$ cat config.mk
export PLATFORM = sky130hd
export DESIGN_NAME = dswp_top
export DESIGN_NICKNAME = d
export VERILOG_FILES = /design/src/rtl/dswp_pkg.sv /design/src/rtl/dswp_fifo.sv /design/src/rtl/dswp_top.sv
export SDC_FILE = /design/constraint.sdc
export NUM_CORES = 1
export LEC_CHECK = 0
export BUFFER_PORTS_ARGS = -buffer_cell sky130_fd_sc_hd__buf_2
export CAP_MARGIN = 20
export CELL_PAD_IN_SITES_DETAIL_PLACEMENT = 1
export CELL_PAD_IN_SITES_GLOBAL_PLACEMENT = 2
export CORE_MARGIN = 3
export CORE_UTILIZATION = 30
export CTS_BUF_LIST = sky130_fd_sc_hd__clkbuf_8
export DETAILED_ROUTE_END_ITERATION = 8
export MAX_ROUTING_LAYER = met4
export PLACE_DENSITY = 0.62
export SLEW_MARGIN = 20
export SYNTH_ARGS = -nofsm -noshare
export SYNTH_HDL_FRONTEND = slang
export SYNTH_SLANG_ARGS = --single-unit
$ cat constraint.sdc
create_clock -name clk -period 3.4 [get_ports clk]
set_input_delay 0.34 -clock clk [delete_from_list [all_inputs] [get_ports clk]]
set_output_delay 0.34 -clock clk [all_outputs]
set_load 0.01 [all_outputs]
$ cat src/rtl/dswp_pkg.sv
package dswp_pkg;
    localparam int unsigned WORD_W      = 16;
    localparam int unsigned FIFO_DEPTH  = 8;
    localparam int unsigned CNT_W       = 6;
    localparam logic [5:0]  EDGE_COMMIT = 6'h10;
    localparam logic [5:0]  EDGE_MAX    = 6'h3F;
    localparam logic [15:0] WORD_RST    = 16'h0000;
    localparam logic [3:0]  CHAN_RST    = 4'h0;
endpackage

$ cat src/rtl/dswp_fifo.sv
`timescale 1ns/1ps
`default_nettype none
module dswp_fifo #(
    parameter int unsigned WIDTH = 16,
    parameter int unsigned DEPTH = 8
) (
    input  wire logic             clk,
    input  wire logic             rst_n,
    input  wire logic [WIDTH-1:0] in_data,
    input  wire logic             in_valid,
    output logic                  in_ready,
    output logic      [WIDTH-1:0] out_data,
    output logic                  out_valid,
    input  wire logic             out_ready
);
    localparam int unsigned AW = $clog2(DEPTH);
    typedef struct packed {
        logic [DEPTH-1:0][WIDTH-1:0] mem;
        logic [AW:0]                 wp;
        logic [AW:0]                 rp;
    } dswp_fifo_s;
    dswp_fifo_s st_ff;
    dswp_fifo_s nxt_st;
    logic       push;
    logic       pop;
    assign in_ready  = (st_ff.wp - st_ff.rp) != (AW+1)'(DEPTH);
    assign out_valid = st_ff.wp != st_ff.rp;
    assign out_data  = st_ff.mem[st_ff.rp[AW-1:0]];
    assign push      = in_valid && in_ready;
    assign pop       = out_valid && out_ready;
    always_comb begin
        nxt_st = st_ff;
        if (push) begin
            nxt_st.mem[st_ff.wp[AW-1:0]] = in_data;
            nxt_st.wp                    = st_ff.wp + 1'b1;
        end
        if (pop) begin
            nxt_st.rp = st_ff.rp + 1'b1;
        end
        if (!rst_n) begin
            nxt_st = '0;
        end
    end
    always_ff @(posedge clk) begin
        st_ff <= nxt_st;
    end
endmodule // dswp_fifo
`default_nettype wire

$ cat src/rtl/dswp_top.sv
// Overview of operation
// RULE_01: Shift data in on serial clock falls.
// RULE_02: Strobe rise after sixteen edges commits word. The code drops the word instead when the FIFO is full (f_ready low).
// RULE_03: Early strobe rise discards partial word.
// RULE_04: Output valid only past sixteen clocks.
// RULE_05: Output chains to next device input.
// RULE_06: Host lowers strobe, data sampled falling.
// RULE_07: Committed word drives mode and channels.
// RULE_08: Outputs zero until first valid commit.
// RULE_09: Fifteen edges only is also aborted.
`timescale 1ns/1ps
`default_nettype none
module dswp_top (
    input  wire logic        clk,
    input  wire logic        rst_n,
    input  wire logic        frame_n,
    input  wire logic        sclk,
    input  wire logic        sdin,
    output logic             sdout,
    output logic             sdout_valid,
    output logic [15:0]      word_out,
    output logic             word_valid,
    input  wire logic        word_ready,
    output logic [3:0]       mode_out,
    output logic [11:0]      value_out,
    output logic             loaded
);

    typedef struct packed {
        logic        sclk_d;
        logic        frame_d;
        logic [15:0] shreg;
        logic [5:0]  edges;
        logic        sdout;
        logic        sdout_valid;
        logic [15:0] commit;
        logic        push;
        logic [15:0] word;
        logic        wvalid;
        logic [3:0]  mode;
        logic [11:0] value;
        logic        loaded;
    } dswp_state_s;

    dswp_state_s st_ff;
    dswp_state_s nxt_st;
    logic [15:0] f_data;
    logic        f_valid;
    logic        f_ready;
    logic        f_pop;
    logic        fall;
    logic        rise;

    assign fall  = st_ff.sclk_d && !sclk;
    assign rise  = !st_ff.frame_d && frame_n;
    assign f_pop = f_valid && (!st_ff.wvalid || word_ready);

    dswp_fifo #(.WIDTH(dswp_pkg::WORD_W), .DEPTH(dswp_pkg::FIFO_DEPTH)) dswp_fifo_i (
        .clk       (clk),
        .rst_n     (rst_n),
        .in_data   (st_ff.commit),
        .in_valid  (st_ff.push),
        .in_ready  (f_ready),
        .out_data  (f_data),
        .out_valid (f_valid),
        .out_ready (f_pop)
    );

    // RULE_02: sixteen falls make a frame.
    function automatic logic full_frame(input logic [5:0] count);
        return count >= dswp_pkg::EDGE_COMMIT;
    endfunction

    always_comb begin
        nxt_st         = st_ff;
        nxt_st.sclk_d  = sclk;
        nxt_st.frame_d = frame_n;
        nxt_st.push    = 1'b0;
        if (!frame_n && fall) begin
            // RULE_01: shift on fall.
            nxt_st.shreg = {st_ff.shreg[14:0], sdin};
            if (st_ff.edges != dswp_pkg::EDGE_MAX) begin
                nxt_st.edges = st_ff.edges + 6'h01;
            end
            // RULE_04: chained output past sixteen.
            // RULE_05: chained output bit.
            nxt_st.sdout       = st_ff.shreg[15];
            nxt_st.sdout_valid = full_frame(st_ff.edges);
        end
        if (rise) begin
            // RULE_02: commit on rise.
            // RULE_03: discard short frame.
            // RULE_09: fifteen edges aborted.
            if (full_frame(st_ff.edges) && f_ready) begin
                nxt_st.commit = st_ff.shreg;
                nxt_st.push   = 1'b1;
            end
            nxt_st.edges       = '0;
            nxt_st.sdout_valid = 1'b0;
        end
        if (f_pop) begin
            nxt_st.word   = f_data;
            nxt_st.wvalid = 1'b1;
            // RULE_07: word selects mode and value.
            nxt_st.mode   = f_data[15:12];
            nxt_st.value  = f_data[11:0];
            // RULE_08: loaded after first commit.
            nxt_st.loaded = 1'b1;
        end else if (word_ready) begin
            nxt_st.wvalid = 1'b0;
        end
        if (!rst_n) begin
            nxt_st        = '0;
            nxt_st.sclk_d  = sclk;
            nxt_st.frame_d = frame_n;
            nxt_st.word   = dswp_pkg::WORD_RST;
            nxt_st.mode   = dswp_pkg::CHAN_RST;
        end
    end

    always_ff @(posedge clk) begin
        st_ff <= nxt_st;
    end

    assign sdout       = st_ff.sdout;
    assign sdout_valid = st_ff.sdout_valid;
    assign word_out    = st_ff.word;
    assign word_valid  = st_ff.wvalid;
    assign mode_out    = st_ff.mode;
    assign value_out   = st_ff.value;
    assign loaded      = st_ff.loaded;

    // RULE_03: no push without sixteen edges.
    chk_short_abort: assert property (@(posedge clk) disable iff (!rst_n) // RULE_03
        (rise && st_ff.edges < 6'h10) |=> !st_ff.push)
        else $error("short frame pushed");
    // RULE_02: full frame pushes next cycle.
    chk_full_commit: assert property (@(posedge clk) disable iff (!rst_n) // RULE_02
        (rise && st_ff.edges >= 6'h10 && f_ready) |=> (st_ff.push && st_ff.commit == $past(st_ff.shreg)))
        else $error("full frame not committed");
    // RULE_04: chain output gated.
    chk_sdout_gate: assert property (@(posedge clk) disable iff (!rst_n) // RULE_04
        st_ff.sdout_valid |-> $past(st_ff.edges) >= 6'h10 || $past(st_ff.sdout_valid))
        else $error("chain output early");
    // RULE_01: shifting on fall.
    chk_shift_fall: assert property (@(posedge clk) disable iff (!rst_n) // RULE_01
        (!frame_n && fall && !rise) |=> st_ff.shreg[0] == $past(sdin))
        else $error("bit not shifted");
    // RULE_08: zero until loaded.
    chk_zero_load: assert property (@(posedge clk) disable iff (!rst_n) // RULE_08
        !st_ff.loaded |-> (st_ff.value == 12'h000 && st_ff.mode == 4'h0))
        else $error("output before load");
    // RULE_07: outputs follow word.
    chk_word_map: assert property (@(posedge clk) disable iff (!rst_n) // RULE_07
        st_ff.loaded |-> {st_ff.mode, st_ff.value} == st_ff.word)
        else $error("outputs mismatch word");
    // RULE_09: fifteen edges aborts.
    chk_fifteen_abort: assert property (@(posedge clk) disable iff (!rst_n) // RULE_09
        (rise && st_ff.edges == 6'h0F) |=> !st_ff.push)
        else $error("fifteen edge frame pushed");
    // RULE_04: rise clears chain valid.
    chk_rise_clear: assert property (@(posedge clk) disable iff (!rst_n) // RULE_04
        rise |=> !st_ff.sdout_valid)
        else $error("chain valid kept");
    // RULE_08: reset clears outputs.
    chk_reset_clear: assert property (@(posedge clk) // RULE_08
        !rst_n |=> (!st_ff.loaded && !st_ff.wvalid && !st_ff.sdout_valid && !st_ff.push))
        else $error("reset left outputs set");
    // RULE_01: falls are counted.
    chk_edge_count: assert property (@(posedge clk) disable iff (!rst_n) // RULE_01
        (!frame_n && fall && st_ff.edges != dswp_pkg::EDGE_MAX) |=> st_ff.edges == $past(st_ff.edges) + 6'h01)
        else $error("fall not counted");
    // RULE_03: rise restarts count.
    chk_rise_edges: assert property (@(posedge clk) disable iff (!rst_n) // RULE_03
        rise |=> st_ff.edges == 6'h00)
        else $error("count kept after rise");
    // RULE_02: push only after rise.
    chk_push_source: assert property (@(posedge clk) disable iff (!rst_n) // RULE_02
        st_ff.push |-> $past(rise))
        else $error("push without rise");
    // RULE_09: push needs sixteen falls.
    chk_push_count: assert property (@(posedge clk) disable iff (!rst_n) // RULE_09
        st_ff.push |-> full_frame($past(st_ff.edges)))
        else $error("push on short frame");
    // RULE_05: chained bit shifted out.
    chk_chain_bit: assert property (@(posedge clk) disable iff (!rst_n) // RULE_05
        (!frame_n && fall) |=> st_ff.sdout == $past(st_ff.shreg[15]))
        else $error("chain bit wrong");
    // RULE_04: chain valid held.
    chk_chain_keep: assert property (@(posedge clk) disable iff (!rst_n) // RULE_04
        (st_ff.sdout_valid && !rise) |=> st_ff.sdout_valid)
        else $error("chain valid dropped");
    // RULE_01: no shift while idle.
    chk_idle_hold: assert property (@(posedge clk) disable iff (!rst_n) // RULE_01
        frame_n |=> st_ff.shreg == $past(st_ff.shreg))
        else $error("shift outside frame");
    // RULE_03: abort keeps last commit.
    chk_abort_keep: assert property (@(posedge clk) disable iff (!rst_n) // RULE_03
        (rise && !full_frame(st_ff.edges)) |=> st_ff.commit == $past(st_ff.commit))
        else $error("abort changed commit");
    // RULE_02: full buffer drops frame.
    chk_full_drop: assert property (@(posedge clk) disable iff (!rst_n) // RULE_02
        (rise && full_frame(st_ff.edges) && !f_ready) |=> !st_ff.push)
        else $error("push into full buffer");
    // RULE_07: popped word shown.
    chk_pop_word: assert property (@(posedge clk) disable iff (!rst_n) // RULE_07
        f_pop |=> (st_ff.wvalid && st_ff.word == $past(f_data)))
        else $error("popped word lost");
    // RULE_07: word held until taken.
    chk_word_hold: assert property (@(posedge clk) disable iff (!rst_n) // RULE_07
        (st_ff.wvalid && !word_ready) |=> (st_ff.wvalid && st_ff.word == $past(st_ff.word)))
        else $error("word not held");
    // RULE_07: taken word released.
    chk_valid_drop: assert property (@(posedge clk) disable iff (!rst_n) // RULE_07
        (st_ff.wvalid && word_ready && !f_valid) |=> !st_ff.wvalid)
        else $error("word valid stuck");
    // RULE_08: loaded stays set.
    chk_load_keep: assert property (@(posedge clk) disable iff (!rst_n) // RULE_08
        st_ff.loaded |=> st_ff.loaded)
        else $error("loaded flag dropped");

    cov_commit: cover property (@(posedge clk) st_ff.push);
    cov_chain: cover property (@(posedge clk) st_ff.sdout_valid);
    cov_full: cover property (@(posedge clk) !f_ready);
    cov_abort: cover property (@(posedge clk) rise && !full_frame(st_ff.edges));
    cov_drop: cover property (@(posedge clk) rise && full_frame(st_ff.edges) && !f_ready);
endmodule // dswp_top
`default_nettype wire

Word-level counts from Yosys, hierarchy flattened. Cells that the tools add are included. W data, S select, Z words.

Flip-flop bits (word level): 213. Output and inout port bits: 36. Word-level logic and storage cells: 61.

Add/sub/neg operators: 4. Order comparisons: 4. Equality and inequality tests: 3. Multiplexer cells: 8. Bitwise operators: 1. Reduce and logical (&&, ||, !) cells: 18.

Operators with widths (count): $bwmux W128 (1); $bmux W16 S3 (1); $demux W16 S3 (1); $mux W16 (2); $mux W17 (1); $add A4 B1 Y4 const B (2); $logic_and A1 B1 Y1 (8); $lt A3 B4 Y1 const B (2); $add A6 B1 Y6 const B (1); $ge A6 B5 Y1 const B (1); $ne A6 B6 Y1 const B (1); $reduce_and A2 Y1 (3); $logic_not A1 Y1 (4); $ne A4 B4 Y1 (1); $ne A4 B4 Y1 const B (1); $sub A4 B4 Y4 (1); $ge A3 B1 Y1 const B (1); $mux W1 (2); $reduce_bool A2 Y1 (1); $reduce_or A2 Y1 (1); $logic_or A1 B1 Y1 (1); $not A1 Y1 (1).

Depth between registers and ports, before layout.
Word-level depth: 5. Depth in mapped cells: 12. Depth with buffers taken out: 7.

Cells and area by module. Synthesis repeated with hierarchy kept, for this count alone.

Cells, all modules: 893. Area, all modules: 8708.4 um^2.

By module, submodules not included: dswp_fifo (instances 1, cells each 587, area an instance 6128.4 um^2, seq. area each 2722.6 um^2); dswp_top (instances 1, cells each 306, area an instance 2580.0 um^2, seq. area each 1221.2 um^2).

Worst setup path before layout. Ideal clock, no wire load.

Path kind: register to register. Start point: register dswp_fifo_i.st_ff[2] (netlist bit). End point: register dswp_fifo_i.st_ff[45] (netlist bit). Library setup time: 0.073 ns. Data arrival time: 2.831 ns. Data required time: 3.327 ns. Path slack: 0.496 ns. Stages on the path, launching flop included: 12. Period minus slack after synthesis: 2.904 ns. Path through: dfxtp_1 -> clkbuf_1 -> clkinv_1 -> clkbuf_1 -> ha_1 -> and4bb_1 -> a21oi_2 -> o31ai_1 -> buf_6 -> nor4_4 -> buf_6 -> mux2i_1.

Cells in the longest elaborated chain, start to end: 3.

Ends and longest elaborated chain: start, declared (line dswp_fifo.sv:22) `dswp_fifo_s st_ff;`; start signal, assigned (line dswp_fifo.sv:45) `st_ff <= nxt_st;`; $sub A4 B4 Y4 (line dswp_fifo.sv:26) `assign in_ready = (st_ff.wp - st_ff.rp) != (AW+1)'(DEPTH);`; $ne A4 B4 Y1 (line dswp_fifo.sv:26); $logic_and A1 B1 Y1 (line dswp_fifo.sv:29) `assign push = in_valid && in_ready;`.

No other way between the ends. A chain may end at the register's enable or synchronous reset.

Worst setup path in the final report.
Start point: register dswp_fifo_i.st_ff[6] (netlist bit). End point: register dswp_fifo_i.st_ff[44] (netlist bit).

Cells in the longest elaborated chain, start to end: 5.

Ends and longest elaborated chain: $lt A3 B4 Y1 (implied by the code) / $ge A3 B1 Y1 (equally long branches) (line dswp_fifo.sv:34) `nxt_st.mem[st_ff.wp[AW-1:0]] = in_data;`; $logic_and A1 B1 Y1 (implied by the code) (line dswp_fifo.sv:34); $mux W16 (implied by the code) (line dswp_fifo.sv:34); $demux W16 S3; $bwmux W128 (line dswp_fifo.sv:34).

Several ways; a longest one is shown, not always the timed one.

==> results.ini <==
[status]
outcome=finished clean

[route]
via_per_inst=4.79
drc_errors=0
wl_met3_um=408
wirelength_mm=21.1
top_layer_used=met4
dr_total_vias=5747
drt_first_pass_iters=4
wl_met2_mm=10.3
met1_length_mm=10.2
routedWlPerCell_um=17.6
drt_iter0_drc=321
detail-route-antenna-nets=0

[power_and_ir_drop]
p_seq_share_pct=54.4
p_leak_nw=3.20
p_int_mw=3.24
pwr-share-clk_pct=37.2
p_sw_share_pct=26.1
cellPowerDensity_mw_per_mm2=478
p_switching_mw=1.14
vdd_drop_max_mv=0.227
p_comb_share_pct=8.4

[clock_tree]
cts.sinks=197
cts_resized=0
cts-root-buf=clkbuf_8
clockBufferDepth=2
numCtsBuffers=17
htreeDepth=4
clk_pin_slew_ns=0.11
clock_latency_ns=0.46
cts_tree=done

[setup_path]
critPathLaunch=dswp_fifo_i.st_ff[6]
end_kind=flop
r2r-start=dswp_fifo_i.st_ff[6]
crit_fanout=16
critPathKind=flop to flop
cp.arrival_ns=3.15
cp.required_ns=3.72
crit_path_start_kind=flop

[yosys]
yosys_warnings=0
syn-num-nets=835
async_flop_share_pct=0
synth_seq_cells=197
synth_area_mm2=0.00839
ys_seq_area_share_pct=47.0
synth_flop_cell=dfxtp_1
synth_area_leaders=dfxtp_1, mux2i_1, nand2_1
synth_edf_count=0
synth_common_cells=nand2_1, dfxtp_1, mux2i_1, buf_4, clkbuf_1
avgSynthCellArea_um2=10.2
synth_top_cell_by_area=dfxtp_1
synth_top_area_share_pct=47.0
synthCells=823
synth_cell_types=40
yosysMostFrequentCell=nand2_1

[floorplan]
die_h_um=173
die_x_um=173
initial_core_util_pct=30.8
num_rows=60
dieArea_mm2=0.0300
coreArea_mm2=0.0273
pin_count=42

[timing]
max_freq_mhz=353
hold_viol=0
worst_hold_slack_ns=0.114
setup_viol=0
fin_setup_tns_ns=0
fin_crit_ns=2.83
slew_headroom_pct=42.6
rsz0062_at_grt=false
finalCritPeriodShare_pct=83.3
skew_ns=0.0193
worst_slew_pin_slew_ns=0.856
drv_slew=0
worst_slack_ns=0.568

[placement]
gp_congestion=0.718
post-place-ws_ns=0.572
io_buffers=41
dpl.hpwl_mm=13.8

[finish]
nets=828
area_delta_synth_final_pct=9.36
multi_input_area_mm2=0.00394
drive_above_1_share_pct=16.4
n_antenna_cell=0
n_fill_cell=3055
area.sequential_mm2=0.00395

[grt]
grt.overflow.total=0
first_global_vias=6100
antenna_found_initial=0
grt_pass1_wl_mm=34.4
grt_max_degree=71
grt_usage_pct=14.8

[job]
max_cap_violations=0

[min_path]
hp-class=primary input to flop
hold_start=sdin

## power by group through the flow
stage               clock (mW)  combinational [mW]  sequential, mW
floorplan                    0               0.322            2.43
global placement             0               0.373            2.44
detailed placement           0               0.376            2.44
CTS                       1.71               0.378            2.39
global route              1.80               0.406            2.40
finish                    1.63               0.368            2.39
## stage by stage
| stage | total power [mW] | area [µm²] | std cells | utilization (%) |
|---|---|---|---|---|
| finish | 4.38 | 9180 | 1200 | 33.7 |
| global route | 4.60 | 9180 | 1200 | 33.7 |
| CTS | 4.47 | 9170 | 1200 | 33.7 |
| detailed placement | 2.82 | 8730 | 1167 | 32.0 |
| global placement | 2.81 | 8710 | 1166 | 32.0 |
| floorplan | 2.75 | 8390 | 823 | - |
## cell usage in the layout (no fill, tap or decap), types with 4 or more instances in the layout
cell type,instances
nand2_1,235
dfxtp_1,196
mux2i_1,147
buf_2,40
mux4_2,32
a21oi_1,19
nor2_1,19
a31oi_1,17
o21ai_0,17
clkbuf_8,17
buf_4,17
ha_1,6
xor2_1,5
inv_6,5
nand4_1,4
xnor2_1,4
## cells by family after synthesis
logic type               Yosys count  share of synthesized area (%)
AO/OA/AOI/OAI                     58                           3.91
XOR/XNOR                          10                           1.13
adder cells (fa/ha/maj)            6                          0.895
buffers and inverters             92                           6.50
flip-flops                       197                           47.0
multiplexers                     179                           26.1
AND/OR/NAND/NOR                  281                           14.4
## final cells by class
type	instances	area share (%)
Sequential cell	197	43.0
Multi-Input combinational cell	534	43.0
Tap cell	372	5.07
Timing Repair Buffer	61	4.17
Clock buffer	17	2.55
Clock inverter	14	2.06
Inverter	5	0.205
## path summary, 6_finish.rpt
check | endpoint | slack (ns) | depth (start not counted)
setup reg to reg | dswp_fifo_i.st_ff[44] | 0.57 | 8
hold / removal | st_ff[59] | 0.11 | 3
hold reg to reg | dswp_fifo_i.st_ff[54] | 0.46 | 2
setup / recovery | dswp_fifo_i.st_ff[44] | 0.57 | 8
## worst max-delay path, stage by stage, from the launching register on
cell and delay (ns):
dfxtp_1 0.62, ha_1 0.39, and4bb_1 0.32, a21oi_2 0.05
o31ai_2 0.49, buf_4 0.32, nor4_4 0.06, buf_4 0.27
mux2i_1 0.17
## repair_timing
action / in CTS / in global routing
setup buffers: 0 / 0
hold buffers: 2 / 0
hold endpoints to repair: 2 / 0
## routing by layer
layer / GRT usage, % / vias to the layer above
met5: - / -
met4: 3.68 / 0
met3: 1.99 / 12
met2: 24.8 / 70
met1: 18.9 / 2898
li1: - / 2767
## registers in the layout, indices dropped and copies added (netlist names)
| name | cells |
|---|---|
| dswp_fifo_i.st_ff | 136 |
| loaded | 1 |
| sdout | 1 |
| sdout_valid | 1 |
| st_ff | 41 |
| word_out | 16 |
| word_valid | 1 |
Note: power is estimated with default switching activity, not from simulation.
